<file path="config.mk">
export PLATFORM = sky130hd
export DESIGN_NAME = ptc_top
export DESIGN_NICKNAME = d
export VERILOG_FILES = /design/src/rtl/ptc_pkg.sv /design/src/rtl/ptc_sync.sv /design/src/rtl/ptc_divider.sv /design/src/rtl/ptc_top.sv
export SDC_FILE = /design/constraint.sdc
export NUM_CORES = 1
export LEC_CHECK = 0
export ABC_AREA = 1
export CAP_MARGIN = 20
export CORE_MARGIN = 2
export CORE_UTILIZATION = 30
export DETAILED_ROUTE_END_ITERATION = 7
export DONT_BUFFER_PORTS = 1
export PLACE_DENSITY = 0.42
export SLEW_MARGIN = 40
export SYNTH_ARGS = -nofsm -noshare
export SYNTH_HDL_FRONTEND = slang
export SYNTH_SLANG_ARGS = --single-unit
</file>
<file path="constraint.sdc">
create_clock -name i_mclk -period 2.9 [get_ports i_mclk]
set_input_delay 0.435 -clock i_mclk [delete_from_list [all_inputs] [get_ports i_mclk]]
set_output_delay 0.435 -clock i_mclk [all_outputs]
set_load 0.005 [all_outputs]
</file>
<file path="src/rtl/ptc_pkg.sv">
// constants shared by the preset timer/counter design
package ptc_pkg;
  // ----------------------------------------------------------------
  // dataway function and subaddress codes
  // ----------------------------------------------------------------
  localparam logic [4:0] FN_READ     = 5'h00;
  localparam logic [4:0] FN_TEST_L   = 5'h08;
  localparam logic [4:0] FN_TCLR_L   = 5'h0a;
  localparam logic [4:0] FN_WRITE    = 5'h10;
  localparam logic [4:0] FN_DIS_L    = 5'h18;
  localparam logic [4:0] FN_EN_L     = 5'h1a;
  localparam logic [4:0] FN_TEST_BSY = 5'h1b;
  localparam logic [4:0] FN_START    = 5'h1c;
  localparam logic [3:0] SA_COUNTER  = 4'h0;
  localparam logic [3:0] SA_DIVIDER  = 4'h1;
  localparam logic [3:0] SA_DISABLE  = 4'h1;
  // ----------------------------------------------------------------
  // register layout and reset values
  // ----------------------------------------------------------------
  localparam int          CNT_W       = 16;
  localparam int          SEL_W       = 7;
  localparam int          DIV_W       = 18;
  localparam logic [15:0] CNT_RST     = 16'h0000;
  localparam logic [6:0]  SEL_RST     = 7'h00;
  // step-down exponent of each control bit, bit 0 first
  localparam logic [4:0]  EXP_B0      = 5'h00;
  localparam logic [4:0]  EXP_B1      = 5'h03;
  localparam logic [4:0]  EXP_B2      = 5'h06;
  localparam logic [4:0]  EXP_B3      = 5'h09;
  localparam logic [4:0]  EXP_B4      = 5'h0c;
  localparam logic [4:0]  EXP_B5      = 5'h0f;
  localparam logic [4:0]  EXP_B6      = 5'h12;
  // ----------------------------------------------------------------
  // timing
  // ----------------------------------------------------------------
  localparam int          CLK_HZ      = 125000000;
  localparam int          OSC_HZ      = 262144;
  localparam int          OSC_HALF    = CLK_HZ / (2 * OSC_HZ);
  localparam int          OSC_W       = 9;
endpackage : ptc_pkg

</file>
<file path="src/rtl/ptc_sync.sv">
// two-stage synchroniser with rising-edge pulse for pin inputs
module ptc_sync #(
  parameter int WIDTH = 8
) (
  // clock and reset
  input  wire logic             i_mclk,
  input  wire logic             i_nrst,
  // asynchronous pins
  input  wire logic [WIDTH-1:0] i_pin,
  // synchronised level and rising edge
  output logic      [WIDTH-1:0] o_lvl,
  output logic      [WIDTH-1:0] o_rise
);
  import ptc_pkg::*;

  typedef struct packed {
    logic [WIDTH-1:0] meta;
    logic [WIDTH-1:0] lvl;
    logic [WIDTH-1:0] old;
  } sync_t;

  sync_t st_r;
  sync_t st_nxt;

  // ------------------------------------------------------------
  // next state: meta feeds only the second stage
  // ------------------------------------------------------------
  always_comb begin
    st_nxt      = st_r;
    st_nxt.meta = i_pin;
    st_nxt.lvl  = st_r.meta;
    st_nxt.old  = st_r.lvl;
  end

  // registers
  always_ff @(posedge i_mclk) begin
    if (!i_nrst) begin
      st_r <= '0;
    end else begin
      st_r <= st_nxt;
    end
  end

  // level and edge come from the second and third stages only
  assign o_lvl  = st_r.lvl;
  assign o_rise = st_r.lvl & ~st_r.old;
endmodule : ptc_sync

</file>
<file path="src/rtl/ptc_divider.sv">
// power-of-two step-down divider in front of the preset counter
module ptc_divider (
  // clock and reset
  input  wire logic                    i_mclk,
  input  wire logic                    i_nrst,
  // control
  input  wire logic                    i_clr,
  input  wire logic [ptc_pkg::SEL_W-1:0] i_sel,
  // input pulse and divided tick
  input  wire logic                    i_pulse,
  output logic                         o_tick
);
  import ptc_pkg::*;

  typedef struct packed {
    logic [DIV_W-1:0] cnt;
    logic             tick;
  } div_t;

  div_t st_r;
  div_t st_nxt;

  // exponent of the selected ratio; a zero selection inhibits
  function automatic logic [4:0] sel_exp(input logic [SEL_W-1:0] s);
    logic [4:0] e;
    e = EXP_B0;
    if (s[1]) e = EXP_B1;
    if (s[2]) e = EXP_B2;
    if (s[3]) e = EXP_B3;
    if (s[4]) e = EXP_B4;
    if (s[5]) e = EXP_B5;
    if (s[6]) e = EXP_B6;
    return e;
  endfunction : sel_exp

  logic [DIV_W:0] last;

  // ------------------------------------------------------------
  // divider step
  // ------------------------------------------------------------
  always_comb begin
    st_nxt      = st_r;
    st_nxt.tick = 1'b0;
    last        = (DIV_W + 1)'(1) << sel_exp(i_sel);
    if (i_clr) begin
      st_nxt.cnt = '0;
    end else if (i_pulse && (i_sel != '0)) begin
      if ((DIV_W + 1)'(st_r.cnt) + (DIV_W + 1)'(1) >= last) begin
        st_nxt.cnt  = '0;
        st_nxt.tick = 1'b1;
      end else begin
        st_nxt.cnt = st_r.cnt + DIV_W'(1);
      end
    end
  end

  always_ff @(posedge i_mclk) begin
    if (!i_nrst) begin
      st_r <= '0;
    end else begin
      st_r <= st_nxt;
    end
  end

  assign o_tick = st_r.tick;
endmodule : ptc_divider

</file>
<file path="src/rtl/ptc_top.sv">
// preset timer/counter behind a dataway crate controller
module ptc_top #(
  parameter int OSC_HALF_CYC = ptc_pkg::OSC_HALF
) (
  // clock and reset
  input  wire logic                      i_mclk,
  input  wire logic                      i_nrst,
  // dataway
  input  wire logic                      i_n,
  input  wire logic                      i_s1,
  input  wire logic                      i_s2,
  input  wire logic                      i_z,
  input  wire logic [4:0]                i_f,
  input  wire logic [3:0]                i_a,
  input  wire logic [ptc_pkg::CNT_W-1:0] i_w,
  output logic      [ptc_pkg::CNT_W-1:0] o_r,
  output logic                           o_q,
  output logic                           o_l,
  // front panel inputs
  input  wire logic                      i_in_a,
  input  wire logic                      i_in_b,
  input  wire logic                      i_start,
  input  wire logic                      i_restart,
  input  wire logic                      i_stop,
  // front panel outputs
  output logic                           o_busy,
  output logic                           o_end,
  output logic                           o_preset_out,
  output logic                           o_oscillator_output
);
  import ptc_pkg::*;

  localparam int SW = 9 + 5 + 4 + CNT_W;

  typedef struct packed {
    logic [CNT_W-1:0] cnt;
    logic             busy;
    logic             done;
    logic             l_en;
    logic [SEL_W-1:0] sel;
    logic             frz;
    logic             pend;
    logic [CNT_W-1:0] rd;
    logic             q;
    logic             endp;
    logic             presetp;
    logic [OSC_W-1:0] osc_cnt;
    logic             osc;
    logic             in_old;
  } top_t;

  top_t st_r;
  top_t st_nxt;

  // ------------------------------------------------------------
  // pin synchronisers
  // ------------------------------------------------------------
  logic [SW-1:0] pin_lvl;
  logic [SW-1:0] pin_rise;

  ptc_sync #(
    .WIDTH (SW)
  ) u_sync (
    .i_mclk (i_mclk),
    .i_nrst (i_nrst),
    .i_pin  ({i_w, i_a, i_f, i_in_b, i_in_a, i_stop, i_restart, i_start,
              i_z, i_s2, i_s1, i_n}),
    .o_lvl  (pin_lvl),
    .o_rise (pin_rise)
  );

  logic             n_lvl;
  logic             s1_rise;
  logic             s2_rise;
  logic             z_lvl;
  logic             start_p;
  logic             restart_p;
  logic             stop_p;
  logic             ina_lvl;
  logic             inb_lvl;
  logic [4:0]       fn;
  logic [3:0]       sa;
  logic [CNT_W-1:0] wd;

  assign n_lvl     = pin_lvl[0];
  assign s1_rise   = pin_rise[1];
  assign s2_rise   = pin_rise[2];
  assign z_lvl     = pin_lvl[3];
  assign start_p   = pin_rise[4];
  assign restart_p = pin_rise[5];
  assign stop_p    = pin_rise[6];
  assign ina_lvl   = pin_lvl[7];
  assign inb_lvl   = pin_lvl[8];
  assign fn        = pin_lvl[13:9];
  assign sa        = pin_lvl[17:14];
  assign wd        = pin_lvl[SW-1:18];

  // ------------------------------------------------------------
  // command decode
  // ------------------------------------------------------------
  function automatic logic is_cmd(input logic [4:0] f, input logic [3:0] a,
                                  input logic [4:0] fc, input logic [3:0] ac);
    return (f == fc) && (a == ac);
  endfunction : is_cmd

  logic cmd;
  logic init;
  logic c_read;
  logic c_load;
  logic c_div;
  logic c_start;

  // commands act once, on the first strobe of an addressed cycle
  assign cmd     = n_lvl & s1_rise;
  // initialize is qualified by the second strobe of its cycle
  assign init    = z_lvl & s2_rise;
  assign c_read  = is_cmd(fn, sa, FN_READ, SA_COUNTER);
  assign c_load  = is_cmd(fn, sa, FN_WRITE, SA_COUNTER);
  assign c_div   = is_cmd(fn, sa, FN_WRITE, SA_DIVIDER);
  assign c_start = is_cmd(fn, sa, FN_START, SA_COUNTER);

  // ------------------------------------------------------------
  // count path: AND gate, busy gate, divider
  // ------------------------------------------------------------
  logic in_and;
  logic tick;
  logic div_clr;

  assign in_and  = ina_lvl & inb_lvl;
  assign div_clr = init | (cmd & c_div);

  ptc_divider u_div (
    .i_mclk  (i_mclk),
    .i_nrst  (i_nrst),
    .i_clr   (div_clr),
    .i_sel   (st_r.sel),
    .i_pulse (in_and & ~st_r.in_old & st_r.busy),
    .o_tick  (tick)
  );

  // ------------------------------------------------------------
  // flags, counter and dataway answers
  // ------------------------------------------------------------
  logic inc;
  logic term;
  logic clr_cnt;
  logic lreq;

  assign lreq = st_r.done & st_r.l_en;

  always_comb begin
    st_nxt         = st_r;
    st_nxt.endp    = 1'b0;
    st_nxt.presetp = 1'b0;
    inc            = 1'b0;
    term           = 1'b0;
    clr_cnt        = 1'b0;
    // edge of the gated input; long gate levels give one count
    st_nxt.in_old  = in_and;
    // a pulse arriving while frozen is held, one at most
    if (tick && st_r.busy && st_r.frz) begin
      st_nxt.pend = 1'b1;
    end
    if (tick && st_r.busy && !st_r.frz) begin
      inc = 1'b1;
    end
    // freeze opens with an addressed read, closes at the second strobe
    if (n_lvl && c_read && !st_r.frz && !st_r.q) begin
      st_nxt.frz = 1'b1;
    end
    if (s2_rise && st_r.frz) begin
      st_nxt.frz  = 1'b0;
      st_nxt.pend = 1'b0;
      inc         = st_r.pend | (tick & st_r.busy);
    end
    if (inc) begin
      st_nxt.cnt = st_r.cnt + CNT_W'(1);
      term       = (st_r.cnt == '1);
    end
    if (term) begin
      st_nxt.busy = 1'b0;
    end
    // panel commands; start wins over a same-cycle stop
    if (stop_p) begin
      st_nxt.busy = 1'b0;
    end
    if (start_p) begin
      st_nxt.busy = 1'b1;
    end
    if (restart_p) begin
      st_nxt.busy = 1'b1;
      clr_cnt     = 1'b1;
    end
    // answers fall when the station is released
    if (!n_lvl) begin
      st_nxt.q  = 1'b0;
      st_nxt.rd = '0;
    end
    if (cmd) begin
      unique case (fn)
        FN_READ: begin
          st_nxt.rd = st_r.cnt;
          st_nxt.q  = c_read;
        end
        FN_WRITE: begin
          if (c_load) begin
            st_nxt.cnt     = ~wd;
            st_nxt.presetp = 1'b1;
            st_nxt.done    = 1'b0;
            st_nxt.q       = 1'b1;
          end else if (c_div) begin
            st_nxt.sel = wd[SEL_W-1:0];
            st_nxt.q   = 1'b1;
          end
        end
        FN_START: begin
          if (c_start) begin
            clr_cnt     = 1'b1;
            st_nxt.busy = 1'b1;
            st_nxt.done = 1'b0;
          end
        end
        FN_TEST_BSY: st_nxt.q = (sa == SA_COUNTER) && st_r.busy;
        FN_TEST_L:   st_nxt.q = (sa == SA_COUNTER) && lreq;
        FN_TCLR_L: begin
          if (sa == SA_COUNTER) begin
            st_nxt.q    = lreq;
            st_nxt.done = 1'b0;
          end
        end
        FN_EN_L:  st_nxt.l_en = (sa == SA_COUNTER) ? 1'b1 : st_r.l_en;
        FN_DIS_L: st_nxt.l_en = (sa == SA_DISABLE) ? 1'b0 : st_r.l_en;
        default: ;
      endcase
    end
    if (clr_cnt) begin
      st_nxt.cnt = '0;
    end
    // completion sets done even against a same-cycle clear
    if (term) begin
      st_nxt.done = 1'b1;
    end
    if (init) begin
      st_nxt.busy = 1'b0;
      st_nxt.done = 1'b0;
      st_nxt.cnt  = CNT_RST;
      st_nxt.sel  = SEL_RST;
      st_nxt.l_en = 1'b0;
      st_nxt.frz  = 1'b0;
      st_nxt.pend = 1'b0;
    end
    // end pulse on every transition into a clear counter
    st_nxt.endp = (st_nxt.cnt == '0) && ((st_r.cnt != '0) || term || clr_cnt);
    // free-running square wave for the panel oscillator output
    if (st_r.osc_cnt >= OSC_W'(OSC_HALF_CYC - 1)) begin
      st_nxt.osc_cnt = '0;
      st_nxt.osc     = ~st_r.osc;
    end else begin
      st_nxt.osc_cnt = st_r.osc_cnt + OSC_W'(1);
    end
  end

  // registers
  always_ff @(posedge i_mclk) begin
    if (!i_nrst) begin
      st_r     <= '0;
      st_r.cnt <= CNT_RST;
      st_r.sel <= SEL_RST;
    end else begin
      st_r <= st_nxt;
    end
  end

  // ------------------------------------------------------------
  // outputs
  // ------------------------------------------------------------
  assign o_r                 = st_r.rd;
  assign o_q                 = st_r.q;
  assign o_l                 = lreq;
  assign o_busy              = st_r.busy;
  assign o_end               = st_r.endp;
  assign o_preset_out        = st_r.presetp;
  assign o_oscillator_output = st_r.osc;
endmodule : ptc_top

</file>
---- After elaboration in Yosys (flattened, before gate mapping) ----
Index checks and enable logic that the tools add are counted.
word-level totals
  register bits ........................... 152
  latch bits .............................. 0
  memory bits (writable) .................. 0
  ROM bits ................................ 0
  output and inout bits ................... 22
  logic and storage cells ................. 142
  memories ................................ 0
cells by class
  add/subtract/negate cells ............... 4
  $mul .................................... 0
  divide/modulo/power cells ............... 0
  order comparisons ....................... 2
  equal/unequal tests ..................... 14
  shifts and indexed selects .............. 1
  multiplexer cells ....................... 48
  bitwise operators ....................... 18
  reductions and logical operators ........ 36
operator list
  kind                                                  count
  2-to-1 mux 16 bit                                     5
  2-to-1 mux 17 bit                                     2
  2-to-1 mux 28 bit                                     1
  2-to-1 mux 26 bit                                     1
  equality test 5 bit (second input constant)           5
  2-to-1 mux 1 bit                                      24
  2-to-1 mux 7 bit                                      3
  adder 18 x 1 -> 19 bit (second input constant)        1
  >= comparator 19 bit                                  1
  << shifter 1 x 5 -> 19 bit (first input constant)     1
  adder 18 x 1 -> 18 bit (second input constant)        1
  2-to-1 mux 18 bit                                     1
  adder 16 x 1 -> 16 bit (second input constant)        1
  equality test 16 bit (second input constant)          1
  logical NOT 16 bit                                    1
  inverter 16 bit                                       1
  nonzero test 16 bit                                   1
  logical AND 1 bit                                     15
  2-to-1 mux 4 bit                                      3
  equality test 5 x 4 -> 1 bit (second input constant)  2
  adder 9 x 1 -> 9 bit (second input constant)          1
  >= comparator 9 x 8 -> 1 bit (second input constant)  1
  != test 3 bit (second input constant)                 3
  bitwise AND 1 bit                                     8
  other kinds (24)                                      39

---- Logic depth before layout (Yosys ltp) ----
  word-level depth ........................ 16
  depth in mapped cells ................... 19

---- Cells and area by module ----
Synthesis repeated with hierarchy kept, for this count alone.
unflattened totals
  cells, all modules ...................... 1,197
  area total of the unflattened synthesis .. 8,510.7 um^2
modules (own cells, without submodules)
  module       instances  cells an instance  area an instance (um^2)
  ptc_sync     1          419                3,425.8
  ptc_top      1          482                3,234.4
  ptc_divider  1          296                1,850.5

---- Worst setup path after synthesis ----
No wires, ideal clock.
  kind .................................... reg-to-reg
  start point ............................. register u_div.st_r[3] (netlist bit)
  end point ............................... register u_div.st_r[16] (netlist bit)
  setup time .............................. 117 ps
  arrival ................................. 2,423 ps
  data required time ...................... 2,783 ps
  setup slack ............................. 360 ps
  stages on the path, launching flop included .. 18
  buffers on the path ..................... 1
  clock period less this slack ............ 2,540 ps
  path through ............................ dfxtp_1 > inv_2 > nor4_4 > nand2_2 > nor2_2 > nand2_1 > xor2_1 > ha_1 > nand2_1 > nor2_1 > nand4_1 > inv_1 > nand3_1 > nand4_1 > nand2_1 > inv_1 > buf_2 > nor2_1
between the ends
  cells in the longest elaborated chain, start to end .. 3
  elaborated cells between the ends (all ways) .. 4
  those cells by class .................... add/sub (2); order compare (1); mux (1)
RTL lines
  what                      line               RTL
  start: declaration        ptc_divider.sv:20  div_t st_r;
  start signal: assignment  ptc_divider.sv:61  st_r <= st_nxt;
  adder 18 x 1 -> 19 bit    ptc_divider.sv:48  if ((DIV_W + 1)'(st_r.cnt) + (DIV_W + 1)'(1) >= last) begin
  >= comparator 19 bit      ptc_divider.sv:48
  2-to-1 mux 18 bit (*)     ptc_divider.sv:48
Every way passes the cells marked *; elsewhere a longest branch is shown, timed or not.
A chain may end at the register's enable or synchronous reset.

---- Worst setup path after layout ----
  start point ............................. register u_div.st_r[2] (netlist bit)
  end point ............................... register u_div.st_r, in the netlist u_div.o_tick
between the ends
  cells in the longest elaborated chain, start to end .. 3
RTL lines
  what                    line
  adder 18 x 1 -> 19 bit  ptc_divider.sv:48
  >= comparator 19 bit    ptc_divider.sv:48
  2-to-1 mux 1 bit        ptc_divider.sv:48
No other way between the ends.

==> impl_metrics.ini <==
[detailed_routing]
wl_per_cell_um = 12.8
drc = 0
final_antenna_net_count = 0
vias = 5420
avgViaCountPerCell = 4.33
drt_iter0_markers = 255
firstDrtPassIters = 4
routed_wl_um = 16000

[yosys]
synth_compound_area_frac = 0.102
synth-seq-cells = 150
synth_top_family_by_area = simple AND/OR/NAND/NOR gates
ys_seq_area_frac = 0.432
synth.mux.area_fraction = 0
yosys_warnings = 0
syn_area_per_cell_um2 = 7.27
synth_xor_area_frac = 0.0227
syn_inst = 956
syn_area_um2 = 6950
ys_types = 39
synth-simple-area-share = 0.274
synth_fa_ha_area_frac = 0.0432

[timing]
setup_viol = 0
fin_ws_ns = 0.246
drv_slew = 0
post-route-period-util = 0.915
timing.fmax_ghz = 0.377
relSlewSlack = 0.581
worst_pin_slew_ns = 0.623
skew_ns = 0.0110
whs_ns = 0.106
finalHoldViolCount = 0
fin_crit_ns = 2.65

[cts]
clk_pin_slew_ns = 0.07
cts.sinks = 150
clock_path_buffers = 2
cts_tree = done
insertion_delay_ns = 0.42
cts_made_buffers = 17
cts_max_level = 4
post_cts_buffers = 0
clockRootBuffer = clkbuf_16

[placement]
pre_cts_slack_ns = 0.0942
placedCellCount = 1219
portBuffers = 0
place.gp.congestion = 0.824
place_hpwl_um = 11700

[final_layout]
multiInputGateArea_um2 = 3190
drive_gt1_frac = 0.0942
antenna_cells = 0
seq_area_um2 = 3010
final_cells = 1251
n_fill_cell = 2458
fin_nets = 1013
syn_to_final_growth_pct = 13.0
fin_util = 0.346

[setup_path]
rrSetupSlack_ns = 0.25
cp-start-kind = flop
max_stage_delay_ns = 0.34
crit_path_top_delay_cell = dfxtp_1
cp_top_family = simple AND/OR/NAND/NOR gates
r2r_cells = 16
crit_chain = inv_1 -> nor4_4 -> nand3_1 -> xor2_1 -> ha_1 -> nand2_1 -> nor2_1 -> nor2_1 -> nand3_1 -> nand2_1 -> nand4_1 -> nand2_1 -> inv_2 -> buf_4 -> nand3_1 -> inv_1
critPathCaptureType = flop
timing.rr.end = u_div.o_tick
r2r-start = u_div.st_r[2]
path_max_fanout = 4
cp_num_buf_inv = 4
worst-setup-path-type = reg -> reg
worstPathArrival_ns = 2.97
crit_required_ns = 3.22

[die]
core_area_um2 = 22700
start_util = 0.306
die_area_um2 = 24400
fp-row-count = 55
die_y_um = 156
ios = 58
fp.dieW_um = 156

[status]
status = finished clean

[job]
max-cap-violations = 0

[power_and_ir_drop]
irDropWorstVdd_mv = 0.318
p_leak_nw = 3.86
powerDensity_nw_per_um2 = 569
finalPower_mw = 4.47

[global_route]
grt_start_max_net_pins = 81
antenna_found_initial = 0
grt_usage = 0.137
grt_pass1_vias = 5252
gr-total-overflow = 0
grt_pass1_wl_um = 26200

[hold_path]
worstHoldStart = i_s1
min_to = u_sync.st_nxt[35]
hp-class = in -> reg
whs_path_depth = 2
[through the flow]
step                area, um2  setup TNS [ns]
floorplan                6990               0
global placement         7170               0
detailed placement       7170               0
CTS                      7770               0
global route             7850        -0.00771
finish                   7850               0
[routing by layer]
layer / vias to the layer above / track usage / routed length, um
met5: - / 0 / 0
met4: 0 / 0.0315 / 99
met3: 6 / 0.0406 / 729
met2: 86 / 0.212 / 7030
met1: 2357 / 0.189 / 8150
li1: 2971 / - / -
[worst reg2reg max path: stages (launching register included)]
cell and delay [ns]:
dfxtp_1 0.34, inv_1 0.12, nor4_4 0.33, nand3_1 0.16, xor2_1 0.29, ha_1 0.32
nand2_1 0.07, nor2_1 0.05, nor2_1 0.11, nand3_1 0.12, nand2_1 0.07, nand4_1 0.13
nand2_1 0.15, inv_2 0.06, buf_4 0.14, nand3_1 0.06, inv_1 0.04
[cell usage after synthesis]
cell type    n  share of area
nand2_1    210           0.11
inv_1      162          0.088
dfxtp_1    150           0.43
nor2_1      95          0.051
a21oi_1     68          0.049
nand3_1     49          0.035
o21ai_0     39          0.028
ha_1        24          0.043
clkbuf_1    17         0.0092
xor2_1      17          0.021
buf_4       16          0.017
a211oi_1    15          0.016
nand4_1     15          0.014
nor3_1      14          0.010
nand2_2      7         0.0063
nor4_1       7         0.0063
inv_2        6         0.0032
buf_2        5         0.0036
nor2_2       5         0.0045
nor2_4       4         0.0065
nand3b_1     3         0.0032
nor3b_1      3         0.0032
buf_6        2         0.0032
conb_1       2         0.0011
nand2_4      2         0.0032
nand3_2      2         0.0029
nor3_2       2         0.0029
o211ai_1     2         0.0022
o21ai_1      2         0.0014
o31ai_1      2         0.0022
a31oi_1      1        0.00090
clkinv_2     1        0.00072
nand3_4      1         0.0025
nand3b_4     1         0.0029
nor3_4       1         0.0023
nor4_4       1         0.0031
o211ai_2     1         0.0018
or2_2        1        0.00090
xnor2_1      1         0.0013
[state kept, by name, summed over array words and instances (netlist names)]
| name | count |
|---|---|
| u_sync.st_r | 5 |
| o_q | 1 |
| u_sync.st_nxt | 34 |
| o_busy | 1 |
| o_oscillator_output | 1 |
| st_r | 37 |
| u_sync.o_lvl | 34 |
| o_r | 16 |
| u_div.o_tick | 1 |
| u_div.st_r | 18 |
| o_end | 1 |
| o_preset_out | 1 |
[cell families (layout without fill, tap and decap cells)]
family / after synthesis / count (layout)
DFF: 150 / 150
adders and majority gates: 24 / 24
AOI/OAI and AO/OA: 130 / 130
xor gates and xnor gates: 18 / 18
buffers and inverters: 209 / 208
other: 2 / 13
and+or+nand+nor: 423 / 423
[layout by cell type (no fill, tap or decap), types with 15 or more instances in the layout]
cell       synthesis  routed
a211oi_1          15      15
a21oi_1           68      66
clkbuf_16          0      17
dfxtp_1          150     145
ha_1              24      23
inv_1            162     159
nand2_1          210     210
nand3_1           49      49
nand4_1           15      15
nor2_1            95      93
o21ai_0           39      38
xor2_1            17      16
[what timing repair did]
action	4_1_cts	5_1_grt
hold buffers	0	0
endpoints found under the setup margin	0	17
gates resized for setup	0	22
[area by class of cell]
type,count,share of cell area
clock inverter,15,0.0223
sequential,150,0.383
inverter,169,0.0810
timing repair buffer,7,0.00717
clock buffer,17,0.0542
multi-input combinational,608,0.407
tap,285,0.0454
[power breakdown]
group          switching, mW  internal (mW)
sequential            0.0244           2.11
combinational         0.0920         0.0445
clock                   1.03           1.16
total                   1.15           3.32
[how the worst max path moves through the flow]
| stage | from | endpoint | slack, ns | cells after the start |
|---|---|---|---|---|
| after floorplan | u_div.st_r[3] | u_div.st_r[16] | 0.36 | 17 |
| after global placement | u_div.st_r[1] | u_div.st_r[11] | 0.08 | 15 |
| after detailed placement | u_div.st_r[7] | u_div.st_r[11] | 0.09 | 17 |
| after CTS | u_div.st_r[3] | u_div.st_r[11] | 0.08 | 17 |
| after global routing | u_div.st_r[2] | u_div.o_tick | -0.006 | 19 |
| final | u_div.st_r[2] | u_div.o_tick | 0.25 | 16 |
Note: power is estimated with default switching activity, not from simulation.
